--- src/pkg/gated_prescaled_timer16_map.vh ---
// Register offsets, field positions, reset values and counts for the 16-bit timer.
// Assumes a single 100 MHz clock and a plain strobe-based register port.
//
// How it works
// Gate high plus internal clock accumulates counts
// Idle stops counting when idle_stop is set
// Prescaler divides selected clock by 1/8/64/256
// Prescaler cleared on count write, disable, reset
// Disabled timer halts the prescaler clock
// Control writes never alter the count
// Sleep counts only async external enabled clock
// Sleep counting still wraps at period match
// Period match sets flag; software clears it
// Gate falling edge also raises the interrupt
// Interrupt request passes only when enabled
// Control bit positions fixed; all reset zero
// Prescale codes 00,01,10,11 give 1,8,64,256
// Timer mode counts cycles, wraps at period
// Sync counter counts synchronised external rising edges
// Async counter counts edges; idle_stop gates idle
`ifndef GATED_PRESCALED_TIMER16_MAP_VH
`define GATED_PRESCALED_TIMER16_MAP_VH

// ----------------------------------------------------------------
// Register offsets
// ----------------------------------------------------------------
`define COUNT_VALUE_ADDR 16'h0100
`define PERIOD_VALUE_ADDR 16'h0102
`define TIMER_CONTROL_ADDR 16'h0104
`define IRQ_CTRL_ADDR 16'h0106

// ----------------------------------------------------------------
// Control field positions
// ----------------------------------------------------------------
`define CTL_COUNT_ENABLE 15
`define CTL_IDLE_STOP 13
`define CTL_GATE_ENABLE 6
`define CTL_PRESCALE_HI 5
`define CTL_PRESCALE_LO 4
`define CTL_EXT_SYNC 2
`define CTL_CLOCK_SOURCE 1
`define CTL_WRITE_MASK 16'hA076

// Interrupt control word
`define IRQ_FLAG_BIT 0
`define IRQ_ENABLE_BIT 1

// ----------------------------------------------------------------
// Reset values and prescale terminal counts
// ----------------------------------------------------------------
`define PERIOD_RESET 16'hFFFF
`define CONTROL_RESET 16'h0000
`define PRE_DIV1_LAST 8'h00
`define PRE_DIV8_LAST 8'h07
`define PRE_DIV64_LAST 8'h3F
`define PRE_DIV256_LAST 8'hFF

`endif

--- src/design/gated_prescaled_timer16.v ---
// 16-bit timer/counter with prescaler, gated accumulation and period match.
// Assumes gate_clock_pin and the power-state inputs are synchronous to ref_clk.
//
// Our own choice: the address-and-strobe port.
`timescale 1ns/1ps
`include "gated_prescaled_timer16_map.vh"

module gated_prescaled_timer16 (
  input wire ref_clk,
  input wire srst,
  input wire [15:0] addr,
  input wire [15:0] wdata,
  input wire wr_en,
  input wire rd_en,
  output reg [15:0] rdata,
  input wire gate_clock_pin,
  input wire cpu_idle,
  input wire cpu_sleep,
  output reg period_irq_flag,
  output reg timer_irq
);

  reg [15:0] count_value;
  reg [15:0] period_value;
  reg [15:0] timer_control;
  reg period_irq_enable;
  reg [7:0] prescale_cnt;
  reg ext_sync1;
  reg ext_sync2;
  reg ext_prev;
  reg gate_prev;

  wire count_enable = timer_control[`CTL_COUNT_ENABLE];
  wire idle_stop = timer_control[`CTL_IDLE_STOP];
  wire gate_en = timer_control[`CTL_GATE_ENABLE];
  wire [1:0] prescale_select = timer_control[`CTL_PRESCALE_HI:`CTL_PRESCALE_LO];
  wire ext_sync_select = timer_control[`CTL_EXT_SYNC];
  wire clock_source_select = timer_control[`CTL_CLOCK_SOURCE];

  // ----------------------------------------------------------------
  // Register port decode
  // ----------------------------------------------------------------
  wire wr_count = wr_en && (addr == `COUNT_VALUE_ADDR);
  wire wr_period = wr_en && (addr == `PERIOD_VALUE_ADDR);
  wire wr_control = wr_en && (addr == `TIMER_CONTROL_ADDR);
  wire wr_irq = wr_en && (addr == `IRQ_CTRL_ADDR);

  // ----------------------------------------------------------------
  // Input clock selection
  // ----------------------------------------------------------------
  // Async mode uses the raw pin history; sync mode a two-stage copy, so
  // sync counting lags the pin by two cycles more than async.
  wire ext_level = ext_sync_select ? ext_sync2 : gate_clock_pin;
  wire ext_rise = ext_level && !ext_prev;
  wire gated_mode = gate_en && !clock_source_select;

  // Internal clock is lost in sleep; only async external keeps going
  wire sleep_ok = !cpu_sleep ||
                  (clock_source_select && !ext_sync_select);
  wire idle_ok = !(cpu_idle && idle_stop);

  reg tick_in;
  always @* begin
    if (clock_source_select) begin
      tick_in = ext_rise;
    end else if (gated_mode) begin
      tick_in = gate_clock_pin;
    end else begin
      tick_in = 1'b1;
    end
  end

  wire run = count_enable && sleep_ok && idle_ok;
  wire pre_in = run && tick_in;

  reg [7:0] pre_last;
  always @* begin
    case (prescale_select)
      2'b00: pre_last = `PRE_DIV1_LAST;
      2'b01: pre_last = `PRE_DIV8_LAST;
      2'b10: pre_last = `PRE_DIV64_LAST;
      default: pre_last = `PRE_DIV256_LAST;
    endcase
  end

  wire pre_out = pre_in && (prescale_cnt >= pre_last);
  wire match = (count_value == period_value);
  wire gate_fall = gated_mode && count_enable && gate_prev && !gate_clock_pin;

  // ----------------------------------------------------------------
  // Prescaler and synchroniser
  // ----------------------------------------------------------------
  always @(posedge ref_clk) begin
    if (srst) begin
      prescale_cnt <= 8'h00;
      ext_sync1 <= 1'b0;
      ext_sync2 <= 1'b0;
      ext_prev <= 1'b0;
      gate_prev <= 1'b0;
    end else begin
      ext_sync1 <= gate_clock_pin;
      ext_sync2 <= ext_sync1;
      ext_prev <= ext_level;
      gate_prev <= gate_clock_pin;
      // Clearing count_enable clears; while disabled the count is frozen
      if (wr_count || (wr_control && count_enable && !wdata[`CTL_COUNT_ENABLE])) begin
        prescale_cnt <= 8'h00;
      end else if (pre_in) begin
        prescale_cnt <= pre_out ? 8'h00 : prescale_cnt + 8'h01;
      end
    end
  end

  // ----------------------------------------------------------------
  // Counter and registers
  // ----------------------------------------------------------------
  always @(posedge ref_clk) begin
    if (srst) begin
      count_value <= 16'h0000;
      period_value <= `PERIOD_RESET;
      timer_control <= `CONTROL_RESET;
      period_irq_enable <= 1'b0;
    end else begin
      if (wr_count) begin
        count_value <= wdata;
      end else if (pre_out) begin
        count_value <= match ? 16'h0000 : count_value + 16'h0001;
      end
      if (wr_period) begin
        period_value <= wdata;
      end
      if (wr_control) begin
        timer_control <= wdata & `CTL_WRITE_MASK;
      end
      if (wr_irq) begin
        period_irq_enable <= wdata[`IRQ_ENABLE_BIT];
      end
    end
  end

  // ----------------------------------------------------------------
  // Interrupt flag and request
  // ----------------------------------------------------------------
  wire flag_set = (pre_out && match) || gate_fall;
  wire flag_clr = wr_irq && !wdata[`IRQ_FLAG_BIT];
  wire next_flag = flag_set || (period_irq_flag && !flag_clr);

  always @(posedge ref_clk) begin
    if (srst) begin
      period_irq_flag <= 1'b0;
      timer_irq <= 1'b0;
    end else begin
      period_irq_flag <= next_flag;
      timer_irq <= next_flag && (wr_irq ? wdata[`IRQ_ENABLE_BIT] : period_irq_enable);
    end
  end

  // ----------------------------------------------------------------
  // Read port
  // ----------------------------------------------------------------
  always @(posedge ref_clk) begin
    if (srst) begin
      rdata <= 16'h0000;
    end else if (rd_en) begin
      if (addr == `COUNT_VALUE_ADDR) begin
        rdata <= count_value;
      end else if (addr == `PERIOD_VALUE_ADDR) begin
        rdata <= period_value;
      end else if (addr == `TIMER_CONTROL_ADDR) begin
        rdata <= timer_control;
      end else if (addr == `IRQ_CTRL_ADDR) begin
        rdata <= {14'h0000, period_irq_enable, period_irq_flag};
      end else begin
        rdata <= 16'h0000;
      end
    end else begin
      rdata <= 16'h0000;
    end
  end

endmodule

--- config.mk ---
export PLATFORM = sky130hd
export DESIGN_NAME = gated_prescaled_timer16
export DESIGN_NICKNAME = d
export VERILOG_FILES = /design/src/design/gated_prescaled_timer16.v
export VERILOG_INCLUDE_DIRS = /design/src /design/src/pkg
export SDC_FILE = /design/constraint.sdc
export NUM_CORES = 1
export LEC_CHECK = 0
export BUFFER_PORTS_ARGS = -buffer_cell sky130_fd_sc_hd__buf_2
export CORE_UTILIZATION = 30
export DETAILED_ROUTE_END_ITERATION = 12
export GPL_ROUTABILITY_DRIVEN = 0
export SYNTH_ARGS = -nofsm -noshare
export SYNTH_HDL_FRONTEND = slang
export SYNTH_SLANG_ARGS = --single-unit
export TNS_END_PERCENT = 20
--- constraint.sdc ---
create_clock -name ref_clk -period 6 [get_ports ref_clk]
set_input_delay 1.2 -clock ref_clk [delete_from_list [all_inputs] [get_ports ref_clk]]
set_output_delay 1.2 -clock ref_clk [all_outputs]
set_load 0.02 [all_outputs]
==> run summary <==
crit path capture type: flip-flop
vias in the first global route: 3346
post-synthesis average cell area: 7.96 um2
unrepaired setup endpoints after global routing: false
Hold WS: 0.471 ns
fin crit period: 3.45 ns
floorplan row count: 39
period utilisation layout: 57.5%
antenna-violating nets left: 0
CTS tree: done
Slew @ Worst Pin: 1.18 ns
Num CTS Buffers: 9
core area: 0.0115 mm2
Worst Setup Start Kind: input pin
Max Slew Vio Count: 0
initial antenna violation count: 0
Clock transition at path regs: 0.06 ns
Post-DP HPWL: 7.19 mm
IO buf count: 56
Worst VDD drop: 0.175 mV
Pre-Repair DR Iteration Count: 5
Netlist cell types: 50
Fillers: 1203
# nets final: 527
Tot Pwr: 1.05 mW
Yosys reg bits: 69
Mapped Area: 0.00354 mm2
Wirelength per Cell: 16.1 um
CTS Buffer Depth: 2
die area: 0.0122 mm2
H-tree depth reported by CTS: 3
max_slew headroom: 21.1%
Setup TNS: 0 ns
EDFF count, synth: 0
status: finished, final reports clean
Most used DFF post-synth: dfxtp_1
Crit Path Class: input pin to flip-flop
setup bufs post-CTS: 0
CP Max Fanout: 18
standby leakage power: 1.60 nW
P per Cell Area: 253 mW/mm2
Layout area overhead: 17.8%
# hold bufs at CTS: 0
I/O Pins: 57
final design utilization: 36.4%
wire length after detailed routing: 10.2 mm
Horiz. Die Dim: 111 um
fraction of layout cells with a size suffix above 1: 17.0%
diodes inserted: 0
chip height: 111 um
CTS root buffer: clkbuf_16
Post-synth ARST share: 0%
global-route wire length before repair: 16.6 mm
GR Overflow Total: 0
Ys Warns: 0
clk_skew: 0.00559 ns
GRT Util Overall: 17.1%
Hold Path Class: flip-flop to flip-flop
Clock Sinks: 69
initial detailed-routing violation count: 262
Critical Path AT: 3.66 ns
Starting Density: 30.9%
WP data required: 6.22 ns
Hold Fails Final Rpt: 0
vias per cell: 5.46
commonest non-fill, non-tap cell in the layout: dfxtp_1
Max Cap Violations: 0
Remaining DRCs: 0
Peak Freq: 290 MHz
Post-Syn Nets: 489
CTS resizes: 0
register area share after synthesis: 39.0%
routed vias: 3447
commonest non-fill, non-tap cells in the layout: dfxtp_1 (69), nand2_1 (65), buf_2 (56), nor2_1 (43), nand3_1 (38)
final setup fails: 0
largest net degree at the start of global routing: 51
Skew-Pair Late Insertion Delay: 0.34 ns
synthesized instance count: 445
==> synthesized netlist by cell type, types with 3 or more instances <==
library cell / count / share of area [%]
nand4_1: 10 / 1.8
clkbuf_1: 13 / 1.4
mux2i_1: 3 / 0.85
nor3_1: 18 / 2.5
xnor2_1: 21 / 5.2
a21oi_1: 22 / 3.1
and3_1: 7 / 1.2
nand3b_1: 17 / 3.6
a22oi_1: 9 / 1.9
inv_1: 9 / 0.95
o211ai_1: 3 / 0.64
nor3b_1: 3 / 0.64
a31oi_1: 15 / 2.6
o21ai_0: 5 / 0.71
nor4_1: 5 / 0.88
nand2_1: 65 / 6.9
a222oi_1: 8 / 2.3
buf_2: 13 / 1.8
nand3_1: 38 / 5.4
nand2b_1: 4 / 0.71
dfxtp_1: 69 / 39
nor3_2: 3 / 0.85
nor2_1: 43 / 4.6
ha_1: 5 / 1.8
nor2b_1: 3 / 0.53
buf_1: 3 / 0.32
==> area by class of cell <==
type / count / area (um2) / area share [%]
Tap cell: 143 / 179 / 4.29
Clock inverter: 6 / 63.8 / 1.53
Multi-Input combinational cell: 336 / 1990 / 47.7
Timing Repair Buffer: 58 / 295 / 7.08
Sequential cell: 69 / 1380 / 33.1
Clock buffer: 10 / 229 / 5.49
Inverter: 9 / 33.8 / 0.810
==> through the flow <==
| stage | area, um2 | setup slack [ns] | std cells |
|---|---|---|---|
| floorplan | 3540 | 3.33 | 445 |
| global route | 4170 | 2.19 | 631 |
| finish | 4170 | 2.55 | 631 |
| global placement | 3880 | 2.39 | 615 |
| detailed placement | 3880 | 2.24 | 615 |
| CTS | 4170 | 2.57 | 631 |
==> worst paths after layout <==
check / cells past startpoint / startpoint / end / slack [ns]
hold / removal: 1 / gate_prev / ext_sync2 / 0.47
setup / recovery: 7 / addr[7] / period_value[14] / 2.55
hold reg to reg: 1 / gate_prev / ext_sync2 / 0.47
setup reg to reg: 8 / timer_control[5] / prescale_cnt[1] / 3.07
==> report_power, final <==
group          total [mW]  switching, mW  internal, mW
Clock               0.523          0.202         0.321
Combinational      0.0528         0.0298        0.0231
Sequential          0.478         0.0132         0.465
==> kinds of logic after synthesis <==
| group | after synthesis | synth area share [%] |
|---|---|---|
| DFF | 69 | 39.0 |
| muxes | 3 | 0.848 |
| buffers and inverters | 40 | 4.84 |
| adders and majority gates | 5 | 1.77 |
| xor gates and xnor gates | 23 | 5.69 |
| AOI/OAI and AO/OA | 74 | 14.2 |
| and+or+nand+nor | 231 | 33.7 |
==> worst max-delay path, cell delays in order <==
cell	delay, ns
buf_2	0.11
nor4_1	0.26
nand4_1	0.25
nor3_2	0.88
nand2_1	0.62
nand2_1	0.24
nand3b_1	0.11
==> metal layers <==
layer  up-vias  global-route usage, %  routed length (um)
met5         -                      0                   0
met3        21                   4.92                 745
met2       130                   27.7                4740
met1      1622                   21.1                4490
li1       1674                      -                   -
met4         0                   7.38                 189
==> flip-flops by register name (all words and copies together), names as in the netlist, 7 cells and up <==
register / cells
rdata: 16
count_value: 16
timer_control: 7
period_value: 16
prescale_cnt: 8
Power figures use the tool's default switching activity.
